`src/pssw_pkg.sv`:
```
package pssw_pkg;

    // Register bus geometry.
    localparam int ADDR_W = 4;
    localparam int DATA_W = 16;

    // Register addresses on the plain register port.
    localparam logic [3:0] ADDR_SRC_SEL = 4'h0;
    localparam logic [3:0] ADDR_SYNC_WIN = 4'h1;

    // Reset values.
    localparam logic [15:0] SRC_SEL_RESET = 16'h0000;
    localparam logic [15:0] SYNC_WIN_RESET = 16'h0000;

    // Bits of the source select register that this block stores.
    // Bits 7, 4 and 1 are reserved and read as zero.
    localparam logic [15:0] SRC_SEL_MASK = 16'h006D;

    // Field positions in the source select register.
    localparam int PAIR0_SEL_BIT = 0;
    localparam int PAIR1_SEL_LSB = 2;
    localparam int PAIR2_SEL_LSB = 5;

    // Two-bit source codes; any code with bit 1 set follows pair 0.
    localparam logic [1:0] SRC_CODE_GEN = 2'h0;
    localparam logic [1:0] SRC_CODE_EXT = 2'h1;
    localparam int SRC_CODE_FOLLOW_BIT = 1;

    // Field positions in the sync window register.
    localparam int SYNC_OUT_EN_BIT = 15;
    localparam int WIN_MSB = 14;
    localparam int WIN_W = 15;

    // Window values with fixed meaning.
    localparam logic [14:0] WIN_NEVER = 15'h0000;
    localparam logic [14:0] WIN_ALWAYS = 15'h7FFF;

    // Number of complementary output pairs.
    localparam int NUM_PAIRS = 3;

endpackage

```
`src/pssw_core.sv`:
```
// How it works
// (RL1) Bits 6:5 pick pair 4/5 drive: generator, external input 2, or pair 0.
// (RL2) Bits 3:2 pick pair 2/3 drive: generator, external input 1, or pair 0.
// (RL3) Bit 0 picks pair 0/1 drive: generator when clear, external input 0.
// (RL4) Software sets the pair's output control bits before using non-generator.
// (RL5) Writes to the sync window register are dropped while write-protect set.
// (RL6) External sync resets the counter only inside the programmed window.
// (RL7) Sync output enable at bit 15 gates sync output pulses on fault pin 2.
// (RL8) Software keeps sync output off when fault pin 2 is a fault input.
// (RL9) Centre-aligned mode: window open while counter below the window value.
// (RL10) Window zero never syncs; window 0x7FFF accepts sync at any time.
// (RL11) Edge-aligned: also open while modulo minus counter is below window.
// (RL12) Sync output on drives fault pin 2 and disables sync input there.
// (RL13) Sync output is one clock wide per reload; sync input sampled on clock.
module pssw_core #(
    parameter int CNT_W = 16
) (
    // Clock and reset
    input wire logic i_core_clk,
    input wire logic i_srst,
    // Register port
    input wire logic [pssw_pkg::ADDR_W-1:0] i_addr,
    input wire logic [pssw_pkg::DATA_W-1:0] i_wdata,
    input wire logic i_wr_en,
    input wire logic i_rd_en,
    output logic [pssw_pkg::DATA_W-1:0] o_rdata,
    // Modulator configuration and counter
    input wire logic i_write_protect,
    input wire logic i_edge_align_select,
    input wire logic [CNT_W-1:0] i_modulator_counter,
    input wire logic [CNT_W-1:0] i_modulo_value,
    input wire logic i_reload_start,
    // Pair drive sources
    input wire logic [5:0] i_gen_pwm,
    input wire logic i_ext_source_in_0,
    input wire logic i_ext_source_in_1,
    input wire logic i_ext_source_in_2,
    output logic [5:0] o_pair_drive,
    // Fault pin 2, shared with the sync function
    input wire logic i_fault_pin_2,
    output logic o_fault_pin_2,
    output logic o_fault_pin_2_oe,
    output logic o_fault_input_2,
    // Counter reset request
    output logic o_counter_reset
);

    logic [15:0] src_sel_q;
    logic [15:0] sync_win_q;
    logic [15:0] rdata_q;
    logic pin_q;
    logic counter_reset_q;
    logic sync_out_q;
    logic sync_oe_q;
    logic fault_in_q;
    logic [2:0] ext_vec;
    logic [1:0] pair_code [3];
    logic [14:0] win_value;
    logic out_en;
    logic sync_rise;
    logic below_win;
    logic [CNT_W-1:0] mod_gap;
    logic gap_below_win;
    logic win_open;
    logic wr_src;
    logic wr_sync;

    assign win_value = sync_win_q[pssw_pkg::WIN_MSB:0];
    assign out_en = sync_win_q[pssw_pkg::SYNC_OUT_EN_BIT];
    assign wr_src = i_wr_en && (i_addr == pssw_pkg::ADDR_SRC_SEL);
    assign wr_sync = i_wr_en && (i_addr == pssw_pkg::ADDR_SYNC_WIN);

    // Both configuration registers share the write-protect lock, so the
    // drive routing cannot change while the modulator is locked down.
    always_ff @(posedge i_core_clk) begin
        if (i_srst) begin
            src_sel_q <= pssw_pkg::SRC_SEL_RESET;
        end else if (wr_src && !i_write_protect) begin
            src_sel_q <= i_wdata & pssw_pkg::SRC_SEL_MASK;
        end
    end

    always_ff @(posedge i_core_clk) begin
        if (i_srst) begin
            sync_win_q <= pssw_pkg::SYNC_WIN_RESET;
        end else if (wr_sync && !i_write_protect) begin // RL5
            sync_win_q <= i_wdata;
        end
    end

    always_ff @(posedge i_core_clk) begin
        if (i_srst) begin
            rdata_q <= 16'h0000;
        end else if (i_rd_en && i_addr == pssw_pkg::ADDR_SRC_SEL) begin
            rdata_q <= src_sel_q;
        end else if (i_rd_en && i_addr == pssw_pkg::ADDR_SYNC_WIN) begin
            rdata_q <= sync_win_q;
        end else begin
            rdata_q <= 16'h0000;
        end
    end

    assign o_rdata = rdata_q;

    // Pair source routing. Pair 0 reuses the two-bit path with a zero
    // upper bit so that every pair goes through the same selection.
    assign ext_vec = {i_ext_source_in_2, i_ext_source_in_1, i_ext_source_in_0};
    assign pair_code[0] = {1'b0, src_sel_q[pssw_pkg::PAIR0_SEL_BIT]}; // RL3
    assign pair_code[1] = src_sel_q[pssw_pkg::PAIR1_SEL_LSB +: 2]; // RL2
    assign pair_code[2] = src_sel_q[pssw_pkg::PAIR2_SEL_LSB +: 2]; // RL1

    genvar p;
    generate
        for (p = 0; p < pssw_pkg::NUM_PAIRS; p = p + 1) begin : g_pair
            logic [1:0] drive_q;
            logic use_ext;
            logic ext_bit;

            // A following pair copies pair 0's choice, but an external
            // choice there means external input 0, not its own input.
            always_comb begin
                use_ext = 1'b0;
                ext_bit = ext_vec[p];
                if (pair_code[p][pssw_pkg::SRC_CODE_FOLLOW_BIT]) begin // RL1 RL2
                    use_ext = src_sel_q[pssw_pkg::PAIR0_SEL_BIT];
                    ext_bit = i_ext_source_in_0;
                end else if (pair_code[p] == pssw_pkg::SRC_CODE_EXT) begin
                    use_ext = 1'b1;
                end
            end

            // The odd output of a pair is the complement of an external
            // source; the generator already supplies both phases.
            always_ff @(posedge i_core_clk) begin
                if (i_srst) begin
                    drive_q <= 2'h0;
                end else if (use_ext) begin // RL3
                    drive_q <= {~ext_bit, ext_bit};
                end else begin
                    drive_q <= i_gen_pwm[2*p +: 2];
                end
            end

            assign o_pair_drive[2*p +: 2] = drive_q;
        end
    endgenerate

    // Sync input lives on fault pin 2; it is sampled on the modulator
    // clock and only a rising edge counts as a sync event.
    always_ff @(posedge i_core_clk) begin
        if (i_srst) begin
            pin_q <= 1'b0;
        end else begin
            pin_q <= i_fault_pin_2; // RL13
        end
    end

    assign sync_rise = i_fault_pin_2 && !pin_q && !out_en; // RL12

    // The gap is only meaningful while the counter sits at or below the
    // modulo value; beyond it the term is held closed.
    assign below_win = i_modulator_counter < CNT_W'(win_value); // RL9
    assign mod_gap = i_modulo_value - i_modulator_counter;
    assign gap_below_win = (i_modulator_counter <= i_modulo_value)
        && (mod_gap < CNT_W'(win_value));

    always_comb begin
        win_open = 1'b0;
        if (win_value == pssw_pkg::WIN_ALWAYS) begin // RL10
            win_open = 1'b1;
        end else if (win_value == pssw_pkg::WIN_NEVER) begin // RL10
            win_open = 1'b0;
        end else if (i_edge_align_select) begin // RL11
            win_open = below_win || gap_below_win;
        end else begin // RL9
            win_open = below_win;
        end
    end

    always_ff @(posedge i_core_clk) begin
        if (i_srst) begin
            counter_reset_q <= 1'b0;
        end else begin
            counter_reset_q <= sync_rise && win_open; // RL6
        end
    end

    assign o_counter_reset = counter_reset_q;

    // Sync output pulse and pin ownership.
    always_ff @(posedge i_core_clk) begin
        if (i_srst) begin
            sync_out_q <= 1'b0;
            sync_oe_q <= 1'b0;
        end else begin
            sync_out_q <= out_en && i_reload_start; // RL7 RL13
            sync_oe_q <= out_en; // RL12
        end
    end

    // The fault path sees nothing while the sync output enable bit is set.
    always_ff @(posedge i_core_clk) begin
        if (i_srst) begin
            fault_in_q <= 1'b0;
        end else begin
            fault_in_q <= i_fault_pin_2 && !out_en;
        end
    end

    assign o_fault_pin_2 = sync_out_q;
    assign o_fault_pin_2_oe = sync_oe_q;
    assign o_fault_input_2 = fault_in_q;

    a_wp_blocks_write: assert property ( // RL5
        @(posedge i_core_clk) disable iff (i_srst)
        wr_sync && i_write_protect |=> $stable(sync_win_q))
        else $error("sync window changed under write protect");

    a_sync_in_window: assert property ( // RL6
        @(posedge i_core_clk) disable iff (i_srst)
        o_counter_reset |-> $past(win_open) && $past(sync_rise))
        else $error("counter reset outside the sync window");

    a_zero_window_never: assert property ( // RL10
        @(posedge i_core_clk) disable iff (i_srst)
        o_counter_reset |-> $past(win_value) != pssw_pkg::WIN_NEVER)
        else $error("sync accepted with zero window");

    a_sync_out_gated: assert property ( // RL7
        @(posedge i_core_clk) disable iff (i_srst)
        o_fault_pin_2 |-> $past(out_en) && o_fault_pin_2_oe)
        else $error("sync output pulse while disabled");

    a_sync_out_pulse: assert property ( // RL13
        @(posedge i_core_clk) disable iff (i_srst)
        out_en && i_reload_start ##1 !(out_en && i_reload_start)
        |-> o_fault_pin_2 ##1 !o_fault_pin_2)
        else $error("sync output pulse not one clock wide");

    a_sync_in_blocked: assert property ( // RL12
        @(posedge i_core_clk) disable iff (i_srst)
        out_en |=> !o_counter_reset)
        else $error("sync input active while sync output on");

    a_centre_window: assert property ( // RL9
        @(posedge i_core_clk) disable iff (i_srst)
        !i_edge_align_select && sync_rise && below_win
        |=> o_counter_reset)
        else $error("centre-aligned sync inside window missed");

    a_edge_gap_window: assert property ( // RL11
        @(posedge i_core_clk) disable iff (i_srst)
        i_edge_align_select && sync_rise && gap_below_win
        |=> o_counter_reset)
        else $error("edge-aligned sync near modulo missed");

    a_pair2_external: assert property ( // RL1
        @(posedge i_core_clk) disable iff (i_srst)
        pair_code[2] == pssw_pkg::SRC_CODE_EXT
        |=> o_pair_drive[5:4] == {~$past(i_ext_source_in_2),
            $past(i_ext_source_in_2)})
        else $error("pair 4/5 not driven from external input 2");

    a_pair1_generator: assert property ( // RL2
        @(posedge i_core_clk) disable iff (i_srst)
        pair_code[1] == pssw_pkg::SRC_CODE_GEN
        |=> o_pair_drive[3:2] == $past(i_gen_pwm[3:2]))
        else $error("pair 2/3 not driven from the generator");

    a_pair0_external: assert property ( // RL3
        @(posedge i_core_clk) disable iff (i_srst)
        src_sel_q[pssw_pkg::PAIR0_SEL_BIT]
        |=> o_pair_drive[0] == $past(i_ext_source_in_0))
        else $error("pair 0/1 not driven from external input 0");

endmodule

```
`config.mk`:
```
export PLATFORM = sky130hd
export DESIGN_NAME = pssw_core
export DESIGN_NICKNAME = d
export VERILOG_FILES = /design/src/pssw_pkg.sv /design/src/pssw_core.sv
export SDC_FILE = /design/constraint.sdc
export NUM_CORES = 1
export LEC_CHECK = 0
export ABC_CLOCK_PERIOD_IN_PS = 3900
export BUFFER_PORTS_ARGS = -buffer_cell sky130_fd_sc_hd__buf_2
export CORE_AREA = 2 2 88 90
export DETAILED_ROUTE_END_ITERATION = 12
export DIE_AREA = 0 0 90 92
export PLACE_DENSITY = 0.69
export SYNTH_ARGS = -nofsm -noshare
export SYNTH_HDL_FRONTEND = slang
export SYNTH_SLANG_ARGS = --single-unit
```
`constraint.sdc`:
```
create_clock -name i_core_clk -period 3.9 [get_ports i_core_clk]
set_input_delay 0 -clock i_core_clk [delete_from_list [all_inputs] [get_ports i_core_clk]]
set_output_delay 0 -clock i_core_clk [all_outputs]
set_load 0.05 [all_outputs]
```
Word level (Yosys, flattened, before mapping)
Cells that the tools add are included.
Widths: inputs -> output; s select.

word-level totals
  memory bits (read-only) = 0
  latch bits = 0
  output and inout bits = 26
  input port bits = 69
  flip-flop bits (word level) = 48
  memories kept = 0
  logic and storage cells = 58
  memory bits (writable) = 0

operators by class
  mux-type cells = 15
  equal/unequal tests = 4
  $lt $le $gt $ge = 3
  shifts and indexed selects = 0
  div/mod/pow operators = 0
  reduce and logical (&&, ||, !) cells = 19
  multipliers = 0
  $add $sub $neg = 1
  bitwise operators = 4

operators with widths
  operator              count
  $lt 16x15->1          2
  $le 16x16->1          1
  $sub 16x16->16        1
  $eq 15x15->1 const B  1
  $logic_not 15->1      1
  $mux 7                2
  $logic_and 1x1->1     12
  $mux 1                10
  $mux 2                3
  $eq 2x1->1 const B    2
  $eq 4x1->1 const B    1
  $logic_not 4->1       1
  $not 1->1             4
  $logic_not 1->1       3
  $reduce_or 3->1       1
  $logic_or 1x1->1      1

Longest topological paths before layout
Gate-level depths: netlist (run 1).

  word-level depth = 8
  gate-level depth with buffers = 17
  gate-level depth less buffers = 17

Least setup slack after synthesis (run 1)
OpenSTA, ideal clock, no wires.

  path kind = input -> register
  start point = in i_modulo_value[0]
  end point = reg counter_reset_q (netlist: o_counter_reset)
  path buffers = 0
  stages = 17
  slack = 1135 ps
  data arrival time = 2673 ps
  required time = 3808 ps
  cells stage by stage = inv_1 ha_1 fa_1 nand2b_1 o2bb2ai_2 o21a_1 a21bo_2 o21ai_2 nor2_1 xnor2_1 ha_1 nand2_1 a21oi_1 a211oi_1 o21ai_0 and3_1 o32ai_1

on the way
  word-level cells in the longest chain between the ends = 8

RTL lines
  element               line              text
  from (decl)           pssw_core.sv:31   input wire logic [CNT_W-1:0] i_modulo_value,
  $sub 16x16->16        pssw_core.sv:163  assign mod_gap = i_modulo_value - i_modulator_counter;
  $lt 16x15->1          pssw_core.sv:165  && (mod_gap < CNT_W'(win_value));
  $logic_and 1x1->1 *   pssw_core.sv:165
  $logic_or 1x1->1 *    pssw_core.sv:174  win_open = below_win || gap_below_win;
  $mux 1 *              pssw_core.sv:173  end else if (i_edge_align_select) begin
  $mux 1 *              pssw_core.sv:171  end else if (win_value == pssw_pkg::WIN_NEVER) begin
  $mux 1 *              pssw_core.sv:169  if (win_value == pssw_pkg::WIN_ALWAYS) begin
  $logic_and 1x1->1 *   pssw_core.sv:184  counter_reset_q <= sync_rise && win_open;
  to (signal assigned)  pssw_core.sv:184
  to (decl)             pssw_core.sv:52   logic counter_reset_q;

Every way passes the cells marked *; elsewhere a longest branch is shown, timed or not.
A chain may end at the register's enable or synchronous reset.

Final worst setup path (run 1)
  start point = in i_modulator_counter[0]
  end point = reg counter_reset_q (netlist: o_counter_reset)

on the way
  word-level cells in the longest chain between the ends = 8

RTL lines
  element              line              text
  from (decl)          pssw_core.sv:30   input wire logic [CNT_W-1:0] i_modulator_counter,
  $sub 16x16->16       pssw_core.sv:163
  $lt 16x15->1         pssw_core.sv:165
  $logic_and 1x1->1    pssw_core.sv:165
  $logic_or 1x1->1     pssw_core.sv:174
  $mux 1 *             pssw_core.sv:173
  $mux 1 *             pssw_core.sv:171
  $mux 1 *             pssw_core.sv:169
  $logic_and 1x1->1 *  pssw_core.sv:184

Marks and branches as above.

==> results of run 1 <==
logic make-up (layout without fill, tap and decap cells):
group	Yosys count	after routing	share of synthesized area
compound gates	79	79	0.165
xor+xnor	13	13	0.0358
fa+ha+maj	45	45	0.179
buf+inv	47	163	0.0575
flops	48	48	0.302
mux	21	21	0.0661
simple gates	120	120	0.194
placed cells by master, fill, tap and decap left out, drive strengths merged, types with 2 or more instances in the layout:
master | synthesis | routed
buf | 3 | 94
dfxtp | 48 | 48
ha | 44 | 44
inv | 38 | 38
nor2 | 37 | 37
a21oi | 28 | 28
dlygate4sd3 | 0 | 23
nand2 | 21 | 21
mux2i | 21 | 21
o21ai | 15 | 15
and2 | 12 | 12
a211oi | 10 | 10
xnor2 | 9 | 9
nand4 | 8 | 8
nor2b | 8 | 8
nand3 | 7 | 7
nand2b | 6 | 6
nor3 | 6 | 6
nor4 | 6 | 6
clkbuf | 6 | 6
a21o | 5 | 5
a22o | 5 | 5
xor2 | 4 | 4
o211ai | 3 | 3
a31oi | 3 | 3
nor3b | 3 | 3
o21a | 2 | 2
and3 | 2 | 2
clkinvlp | 0 | 2
sequential cells by signal, summed over array words and instances (netlist names):
| signal | count |
|---|---|
| o_fault_pin_2_oe | 1 |
| src_sel_q | 5 |
| o_fault_pin_2 | 1 |
| o_counter_reset | 1 |
| sync_win_q | 16 |
| pin_q | 1 |
| g_pair.drive_q | 6 |
| o_fault_input_2 | 1 |
| o_rdata | 16 |
stage by stage:
| step | instances | utilization | setup WS (ps) | cell area [um2] | hold WS [ps] |
|---|---|---|---|---|---|
| floorplan | 373 | - | 1130 | 3180 | 79.1 |
| global placement | 560 | 0.502 | 880 | 3740 | 199 |
| detailed placement | 560 | 0.502 | 738 | 3740 | 202 |
| CTS | 591 | 0.546 | 1040 | 4070 | 39.2 |
| global route | 591 | 0.546 | 878 | 4070 | 65.9 |
| finish | 591 | 0.546 | 1030 | 4070 | 42.0 |
final timing paths:
check                         startpoint                              end  depth (start not counted)
max               i_modulator_counter[0]       o_counter_reset$_SDFF_PP0_                         17
min                    i_ext_source_in_0  g_pair[1].drive_q[1]$_SDFF_PP0_                          4
max reg2reg   sync_win_q[2]$_SDFFE_PP0P_       o_counter_reset$_SDFF_PP0_                          9
min reg2reg  sync_win_q[15]$_SDFFE_PP0P_       o_fault_input_2$_SDFF_PP0_                          1
synth_stat cells, drive strengths merged (2+ instances only):
cell | n | area share
and2 | 12 | 0.024
dfxtp | 48 | 0.30
nor3b | 3 | 0.011
xor2 | 4 | 0.011
nor2 | 37 | 0.044
and3 | 2 | 0.0039
buf | 3 | 0.0055
nor3 | 6 | 0.0094
a21oi | 28 | 0.046
nand2 | 21 | 0.025
o211ai | 3 | 0.0071
xnor2 | 9 | 0.025
a211oi | 10 | 0.024
inv | 38 | 0.045
nor2b | 8 | 0.016
nand4 | 8 | 0.016
clkbuf | 6 | 0.0071
nor4 | 6 | 0.012
a22o | 5 | 0.014
a21o | 5 | 0.012
o21ai | 15 | 0.025
o21a | 2 | 0.0047
nand3 | 7 | 0.011
ha | 44 | 0.17
nand2b | 6 | 0.012
a31oi | 3 | 0.0059
mux2i | 21 | 0.066
critical path, delay by kind of cell:
family,cells,cell delay [ps]
AO/OA/AOI/OAI,8,1400
XOR/XNOR,1,120
adder cells (fa/ha/maj),3,910
buffers and inverters,1,110
AND/OR/NAND/NOR,4,530
metal layers:
layer,vias to the layer above,routed length [um]
met3,8,371
li1,1539,-
met5,-,0
met1,1340,3440
met2,73,3590
met4,0,86
final cells by class:
cell class                 count  area, um2  share of cell area
clock buffer                   6       82.6              0.0203
inverter                      38        143              0.0351
timing repair buffer         117        701               0.172
tap                          102        128              0.0314
sequential                    48        961               0.236
multi-input combinational    278       2040               0.501
clock inverter                 2       15.0             0.00369
power groups by stage:
stage               logic (uW)  clock network (uW)  registers (uW)
finish                     330                 312             499
global route               374                 335             500
CTS                        330                 318             499
detailed placement         310                   0             511
global placement           297                   0             511
floorplan                  206                   0             525
==> summary.txt, run 1 <==
Global routing
  – Largest net degree at the start of global routing: 31
  – All-Layer GR Usage: 0.179
  – Grt total ovfl: 0
  – Met2 Track Usage GR: 0.316
  – Vias in the first global route: 2787
  – GR Util met3: 0.0394
  – Initial antenna violation count: 0
  – First-pass GRT wire length: 12.2 mm
  – Met1 usage: 0.221
  – GRT Max-Usage Layer: met2

STA
  – Skew final: 7.38 ps
  – Final count of negative-setup-slack endpoints: 0
  – Fmax: 348 MHz
  – Tmin final: 2870 ps
  – TNS Setup: 0 ps
  – Worst slew pin tran: 1090 ps
  – Worst rel slew slack: 0.272
  – Final period util: 0.737
  – RSZ-0062 raised after global routing: false
  – Max-slew violation count: 0
  – Final Hold Vio Count: 0

Power and ir drop
  – Comb power frac: 0.289
  – Switch Pwr: 346 uW
  – Pwr Total: 1140 uW
  – Net Sw Frac: 0.303
  – Int Pwr: 795 uW
  – Share of power burned in registers: 0.438
  – Pwr dens: 281 mW/mm2
  – Leakage: 0.00203 uW
  – Clock power share: 0.273
  – Max VDD drop: 122 uV

Drt
  – Final wirelength: 7.48 mm
  – DR vias: 2960
  – Final ANT Viol Nets: 0
  – Initial DRC count: 86
  – Routed len/inst: 12.7 um
  – Pre-antenna DRT Iters: 4
  – DRC viols: 0
  – DR vias/cell: between 5 and 6

CTS
  – CTS resizes: 0
  – Post-CTS Hold Fix Bufs: 23
  – Setup bufs post-CTS: 0
  – H-tree Lvls: 2
  – Clk Latency, worst-skew pair: 300 ps
  – TritonCTS clock tree: built
  – Root buffer cell: clkbuf_8
  – CTS sink cnt: 48
  – CTS buffer count: 5
  – Max clock buf depth: 2
  – Clock-pin slew on the worst setup and hold paths: 90 ps

Placement
  – Post-DP HPWL: 5.92 mm
  – I/O Buffers: 94
  – Gp weighted congestion: 0.894

Layout
  – Fillers: 735
  – Nets: 602
  – Fraction of layout cells with a size suffix above 1: 0.225
  – Inserted Diodes: 0
  – Area Overhead vs Synth: 27.9%

Status
  – Run status: finished clean

Setup path
  – Startpoint types: input pin
  – CP arrival: 3090 ps
  – Worst setup path class: in -> reg
  – Reg2Reg Setup Slack: 1740 ps
  – Max incr delay on CP: ~400 ps
  – Worst Path Required: 4120 ps
  – Crit. End Element: flip-flop
  – Critical Path, Cell by Cell: buf_2, ha_1, fa_1, nand2b_1, o2bb2ai_2, o21a_1, a21bo_2, o21ai_2, nor2_1, xnor2_1, ha_1, nand2_1, a21oi_1, a211oi_1, o21ai_0, and3_1, o32ai_1
  – CP max-delay cell: fa_1
  – Top cell by count, worst path: ha_1
  – Crit Path Max Fanout: 3

Worst hold path
  – Worst Hold Class: in -> reg

Job
  – MaxCap Viol Count: 0

Floorplanning
  – Top Ports: 95
  – Rows: 32
  – Die W: about 90 um
  – Die area: 0.00828 mm2
  – Die Y: 92 um
  – Initial Util: 0.427
  – Core footprint: 0.00745 mm2

Logic synthesis
  – Post-synth EDFFs: 0
  – Most used flip-flop cell after synthesis: dfxtp_1
  – Ys async rst share: 0
  – Mapped cell area: around 0.0032 mm2
  – Yosys warns: 0
  – Syn nets: 487
  – Cells after Synth: 373
  – Number of synthesized register bits: between 40 and 50
  – Yosys cell types: 45
  – Seq/Total Area, Yosys: 0.302
  – Mean post-synth cell area: 8.52 um2
Note: power is estimated with default switching activity, not from simulation.
==> run 2, diff against run 1 <==
- ABC_CLOCK_PERIOD_IN_PS: 3900 -> 2350
- PLACE_DENSITY: 0.69 -> 0.72
- clock period: 3.9 -> 2.35 ns (I/O delays scaled with it)
==> run 2 against run 1 <==
The flow now finishes with violations (negative setup slack). Largest power group unchanged. Count of clock-buffer cells in the layout stayed put. Die area unchanged. Highest routed layer unchanged. Via count grew 8.8%. Clock power grew 100%. Core utilization is 5.1 points higher. Total power up 86%. Global-route usage is 2.1 points higher. Critical endpoint unchanged. Routed wire length up 9.3%. Critical path type unchanged. Combinational power increased by 100%.
==> summary.txt, run 2 (synthesis gave the netlist of run 1 again) <==
STA
  – Hold_ws: 51.2 ps (+9.18 ps)
  – Setup WS post-layout: -317 ps (-1340 ps)
  – Max-slew violation count: 0 (unchanged)
  – Tmin final: 2670 ps
  – Final Hold Vio Count: 0 (unchanged)
  – Skew final: 2.57 ps (-4.81 ps)
  – Final count of negative-setup-slack endpoints: 1 (+1)
  – Worst rel slew slack: 0.599 (+0.327)
  – RSZ-0062 raised after global routing: true
  – Final period util: 1.13
  – TNS Setup: -317 ps (-317 ps)
  – Worst slew pin tran: 597 ps (-492 ps)
  – Fmax: 375 MHz

Layout
  – Inserted Diodes: 0 (unchanged)
  – Area of the multi-input gates: 0.00208 mm2 (+2.2%)
  – Post-route cell area: 0.00445 mm2 (+9.4%)
  – Commonest non-fill, non-tap cell in the layout: buf_2
  – Fin util: 0.597 (+0.0514)
  – Nets: 644 (+7.0%)
  – Fraction of layout cells with a size suffix above 1: 0.303 (+0.0783)
  – Area Overhead vs Synth: 39.9%
  – Seq. cell area: 961 um2 (unchanged)
  – Fillers: 698 (-5.0%)
  – Most frequent cells in the layout: 94 x buf_2, 48 x dfxtp_1, 43 x ha_1, 42 x buf_4, 37 x inv_1

Power and ir drop
  – Switch Pwr: 609 uW (+76%)
  – Clock power share: 0.295 (+0.022)
  – Max VDD drop: 269 uV (+120%)
  – Share of power burned in registers: 0.391 (-0.047)
  – Comb power frac: 0.315 (+0.026)
  – Net Sw Frac: 0.288 (-0.0155)
  – Pwr dens: 476 mW/mm2 (+70%)
  – Leakage: 0.00226 uW (+11%)
  – Int Pwr: 1510 uW (+90%)

Drt
  – DRC viols: 0 (unchanged)
  – DR vias/cell: 5.09 (+1.5%)
  – Pre-antenna DRT Iters: 4 (unchanged)
  – DR vias: 3219 (+8.8%)
  – Routed len/inst: 12.9 um (+2.1%)
  – Final ANT Viol Nets: 0 (unchanged)
  – Final wirelength: 8.18 mm (+9.3%)
  – Initial DRC count: 65 (-24%)

Global routing
  – Initial antenna violation count: 0 (unchanged)
  – All-Layer GR Usage: 0.199 (+0.0207)
  – Vias in the first global route: 3153 (+13%)
  – Grt total ovfl: 0 (unchanged)
  – First-pass GRT wire length: 13.6 mm (+11%)
  – Largest net degree at the start of global routing: 31 (unchanged)

Floorplanning
  – Die W: 90 um (unchanged)
  – Die area: 0.00828 mm2 (unchanged)
  – Initial Util: 0.427 (unchanged)
  – Top Ports: 95 (unchanged)
  – Core footprint: 0.00745 mm2 (unchanged)
  – Rows: 32 (unchanged)
  – Die Y: 92 um (unchanged)

CTS
  – Root buffer cell: clkbuf_8
  – CTS buffer count: 5 (unchanged)
  – CTS sink cnt: 48 (unchanged)
  – Max clock buf depth: 2 (unchanged)
  – H-tree Lvls: 2 (unchanged)
  – TritonCTS clock tree: built
  – Clk Latency, worst-skew pair: 300 ps (about the same)
  – Clock-pin slew on the worst setup and hold paths: 90 ps (about the same)

Setup path
  – Crit. path cell count: 17 (unchanged)
  – FF-to-FF End: o_counter_reset$_SDFF_PP0_
  – CP arrival: 2890 ps (-200 ps)
  – Worst Setup EP: o_counter_reset$_SDFF_PP0_
  – Critical Path, Cell by Cell: buf_2, ha_4, fa_2, nand2b_4, o2bb2ai_2, o21a_1, a21bo_2, o21ai_2, buf_4, o41ai_2, xnor2_1, ha_1, nand2_1, o21ai_0, nor4_1, o211ai_1, o32ai_2
  – Crit. End Element: flip-flop
  – Worst setup path class: in -> reg
  – Max incr delay on CP: 340 ps (-60 ps)
  – CP top delay family: compound AO/OA/AOI/OAI gates
  – CP max-delay cell: fa_2
  – Worst Path Required: 2570 ps (-1550 ps)
  – FF-to-FF path depth: 9 (unchanged)
  – Worst path bufs/invs: 2 (+1)
  – Reg2Reg Setup Slack: 270 ps (-1470 ps)
  – Crit Path Max Fanout: 2 (-1)
  – Startpoint types: input pin
  – Crit path from: i_modulator_counter[0]
  – RR Startpoint: sync_win_q[2]$_SDFFE_PP0P_

Placement
  – Gp weighted congestion: 0.831 (-7.0%)
  – I/O Buffers: 94 (unchanged)
  – Cell Area, Placed: 0.00405 mm2 (+8.3%)
  – Post-DP HPWL: 6.39 mm (+7.8%)

Job
  – MaxCap Viol Count: 0 (unchanged)

Status
  – Failing checks: negative setup slack
  – Run status: complete, but fails checks

Worst hold path
  – Worst Hold Class: in -> reg
run 2: cell types whose count changed in the layout (fill, tap and decap cells not counted), sizes merged:
cell | before | now
buf | 94 | 136
clkinvlp | 2 | 0
bufinv | 0 | 1
clkinv | 0 | 1
run 2: final cells by class:
cell class / count / share of cell area
clock buffer: 6 / 0.0186
tap: 102 / 0.0287
timing repair buffer: 159 / 0.228
multi-input combinational: 278 / 0.468
clock inverter: 2 / 0.00872
sequential: 48 / 0.216
inverter: 38 / 0.0321
run 2: metal layers:
layer	wire [um]	GRT usage	vias to the layer above
met4	272	0.0846	0
met1	3570	0.232	1464
met5	0	0	-
met2	3960	0.360	100
met3	372	0.0362	24
li1	-	-	1631
run 2: how the worst min path moves through the flow:
stage / start / end / slack, ps / depth (start not counted)
2_1_floorplan: i_srst / pin_q$_SDFF_PP0_ / 80 / 1
3_3_place_gp: i_reload_start / o_fault_pin_2$_SDFF_PP0_ / 200 / 2
3_5_place_dp: i_reload_start / o_fault_pin_2$_SDFF_PP0_ / 210 / 2
4_1_cts: i_ext_source_in_0 / g_pair[1].drive_q[1]$_SDFF_PP0_ / 50 / 4
5_1_grt: i_ext_source_in_0 / g_pair[0].drive_q[1]$_SDFF_PP0_ / 70 / 3
6_report: i_ext_source_in_0 / g_pair[1].drive_q[1]$_SDFF_PP0_ / 50 / 4
run 2: timing repair:
action | in CTS | in global routing
hold endpoints to repair | 27 | 0
pin swaps | 4 | 4
resized for setup | 6 | 3
cloned | 0 | 0
hold buffers | 23 | 0
buffers inserted | 1 | 1
endpoints found under the setup margin | 1 | 1
run 2: metrics by stage:
stage               cells  power (uW)  setup slack [ps]
floorplan             373        1220              -315
global placement      600        1420              -471
detailed placement    600        1440              -617
CTS                   632        2100              -254
global route          633        2230              -426
finish                633        2120              -317
run 2: worst register-to-register path, cell delays in order (launching register included):
cell and delay, ps:
dfxtp_1 410, inv_1 90, ha_1 310, a21o_1 160, a31oi_1 160, o21ai_1 110
a211oi_1 280, o21ai_1 80, and3_1 160, o32ai_2 250
run 2: power groups by stage:
stage | registers [uW] | logic (uW) | clock network [uW]
floorplan | 871 | 346 | 0
global placement | 847 | 568 | 0
detailed placement | 848 | 594 | 0
CTS | 828 | 642 | 631
global route | 830 | 742 | 658
finish | 828 | 667 | 624
==> run 3, diff against run 2 <==
- CORE_AREA: 2 2 88 90 -> 2 2 104 76
- DIE_AREA: 0 0 90 92 -> 0 0 106 78
==> run 3 against run 2 <==
The flow still finishes with violations (negative setup slack). Core utilization is 0.94 points higher. Critical path depth did not move. Sequential power barely moved. Via count fell by 1.6%. Total power fell by 7.2%. Fmax rose by 0.47%. Clock power fell by 18%. Sequential cell count is the same. First-iteration DRC count is 97% higher. Routed wire length grew 0.17%. Cell area decreased by 1.9%. Non-clock buffer count shrank 6. Critical endpoint unchanged. Largest power group unchanged.
==> summary.txt, run 3 (synthesis gave the netlist of run 1 again) <==
Drt
  – DR vias: 3168 (-1.6%)
  – Routed len/inst: 13.1 um (+1.8%)
  – DR vias/cell: 5.09 (about the same)
  – Initial DRC count: 128 (+97%)
  – Final ANT Viol Nets: 0 (unchanged)
  – DRC viols: 0 (unchanged)
  – Pre-antenna DRT Iters: 4 (unchanged)
  – Final wirelength: 8.19 mm (+0.17%)

Layout
  – Fraction of layout cells with a size suffix above 1: 0.290 (-0.0137)
  – Area Overhead vs Synth: 37.2%
  – Nets: 638 (-0.93%)
  – Commonest non-fill, non-tap cell in the layout: buf_2
  – Inserted Diodes: 0 (unchanged)
  – Post-route cell area: 0.00436 mm2 (-1.9%)
  – Fin util: 0.607 (+0.00940)
  – Most frequent cells in the layout: 94 x buf_2, 48 x dfxtp_1, 43 x ha_1, 38 x inv_1, 37 x nor2_1
  – Count of non-filler cells in the finished layout: 623 (-1.6%)

CTS
  – CTS buffer count: 5 (unchanged)
  – Clock-pin slew on the worst setup and hold paths: 90 ps (about the same)
  – Clk Latency, worst-skew pair: 300 ps (about the same)
  – CTS sink cnt: 48 (unchanged)
  – H-tree Lvls: 2 (unchanged)
  – TritonCTS clock tree: built
  – Root buffer cell: clkbuf_8
  – Max clock buf depth: 2 (unchanged)

STA
  – Final Hold Vio Count: 0 (unchanged)
  – Final period util: 1.13 (-0.00532)
  – Setup WS post-layout: -304 ps (+12.5 ps)
  – Worst slew pin tran: 618 ps (+20.7 ps)
  – TNS Setup: -304 ps (+12.5 ps)
  – Max-slew violation count: 0 (unchanged)
  – RSZ-0062 raised after global routing: true
  – Skew final: 4.99 ps (+2.42 ps)
  – Worst rel slew slack: 0.585 (-0.0139)
  – Fmax: 377 MHz (+0.47%)
  – Final count of negative-setup-slack endpoints: 1 (unchanged)
  – Tmin final: 2650 ps (-12.5 ps)

Placement
  – Cell Area, Placed: 0.00401 mm2 (-0.87%)
  – I/O Buffers: 94 (unchanged)
  – Placed Instances: 592 (-1.3%)
  – Post-DP HPWL: 6.54 mm (+2.4%)
  – Gp weighted congestion: 0.826 (-0.61%)

Global routing
  – All-Layer GR Usage: 0.204 (+0.00441)
  – Vias in the first global route: 3088 (-2.1%)
  – Largest net degree at the start of global routing: 31 (unchanged)
  – Grt total ovfl: 0 (unchanged)
  – First-pass GRT wire length: 13.8 mm (+1.6%)
  – Initial antenna violation count: 0 (unchanged)

Setup path
  – FF-to-FF path depth: 9 (unchanged)
  – Worst Path Required: 2570 ps (about the same)
  – CP arrival: 2870 ps (-20 ps)
  – Worst setup path class: in -> reg
  – Crit. End Element: flip-flop
  – Startpoint types: input pin
  – Crit Path Max Fanout: 3 (+1)

Floorplanning
  – Top Ports: 95 (unchanged)
  – Initial Util: 0.442 (+0.0153)
  – Rows: 26 (-19%)
  – Die W: 106 um (+18%)
  – Core footprint: 0.00719 mm2 (-3.5%)
  – Die area: 0.00827 mm2 (-0.14%)
  – Die Y: 78 um (-15%)

Power and ir drop
  – Leakage: 0.00221 uW (-2.1%)
  – Max VDD drop: 284 uV (+5.8%)
  – Pwr dens: 451 mW/mm2 (-5.3%)

Status
  – Run status: complete, but fails checks
  – Failing checks: negative setup slack

Worst hold path
  – Worst Hold Depth: 3 (-1)
  – Worst Hold Class: in -> reg

Job
  – MaxCap Viol Count: 0 (unchanged)
-- run 3: cell count changes in the layout (fill, tap and decap cells not counted), sizes merged --
cell / previous run / this run
clkinvlp: 0 / 2
clkinv: 1 / 0
buf: 136 / 130
bufinv: 1 / 0
-- run 3: stage by stage --
stage	hold slack, ps	setup slack [ps]	power, uW
floorplan	79.1	-315	1220
global placement	199	-532	1410
detailed placement	212	-712	1430
CTS	39.3	-331	1970
global route	104	-479	2100
finish	52.6	-304	1970
-- run 3: cell type report --
class	instances	area, um2
Tap cell	98	123
Clock inverter	2	15.0
Multi-Input combinational cell	278	2070
Clock buffer	6	82.6
Timing Repair Buffer	153	971
Sequential cell	48	961
Fill cell	642	2830
Inverter	38	143
-- run 3: final timing paths --
| kind | startpoint | endpoint | slack (ps) |
|---|---|---|---|
| worst min-delay path | i_gen_pwm[3] | g_pair[1].drive_q[1]$_SDFF_PP0_ | 50 |
| worst max-delay path | i_modulator_counter[0] | o_counter_reset$_SDFF_PP0_ | -300 |
| worst min register to register | sync_win_q[15]$_SDFFE_PP0P_ | o_fault_input_2$_SDFF_PP0_ | 470 |
| worst max register to register | sync_win_q[2]$_SDFFE_PP0P_ | o_counter_reset$_SDFF_PP0_ | 160 |
-- run 3: what timing repair did --
item | CTS | global route
hold endpoints to repair | 27 | 0
setup buffers | 0 | 0
endpoints found under the setup margin | 1 | 1
hold buffers | 23 | 0
gates cloned | 0 | 0
resized for setup | 2 | 4
-- run 3: critical path: stages --
cell       delay (ps)
buf_2             110
ha_2              190
fa_2              340
nand2b_4          150
o2bb2ai_2         140
o21a_1            220
a21bo_2           230
o21ai_2           140
nor2_1             70
xnor2_1           130
ha_1              310
nand2_1            90
a21oi_1            60
a211oi_2          140
o21ai_1           100
and3_1            200
o32ai_2           250
-- run 3: report_power, final --
part | total, uW | switching, uW | leakage, uW | internal [uW]
registers | 828 | 5.38 | 0.000389 | 823
logic | 630 | 313 | 0.00178 | 317
clock network | 510 | 272 | 0.0000434 | 238
-- run 3: per-layer routing --
layer,track usage,vias to the layer above,routed length [um]
met1,0.270,1454,3850
met5,0,-,0
met4,0.0474,0,95
li1,-,1618,-
met2,0.345,86,3820
met3,0.0370,10,420
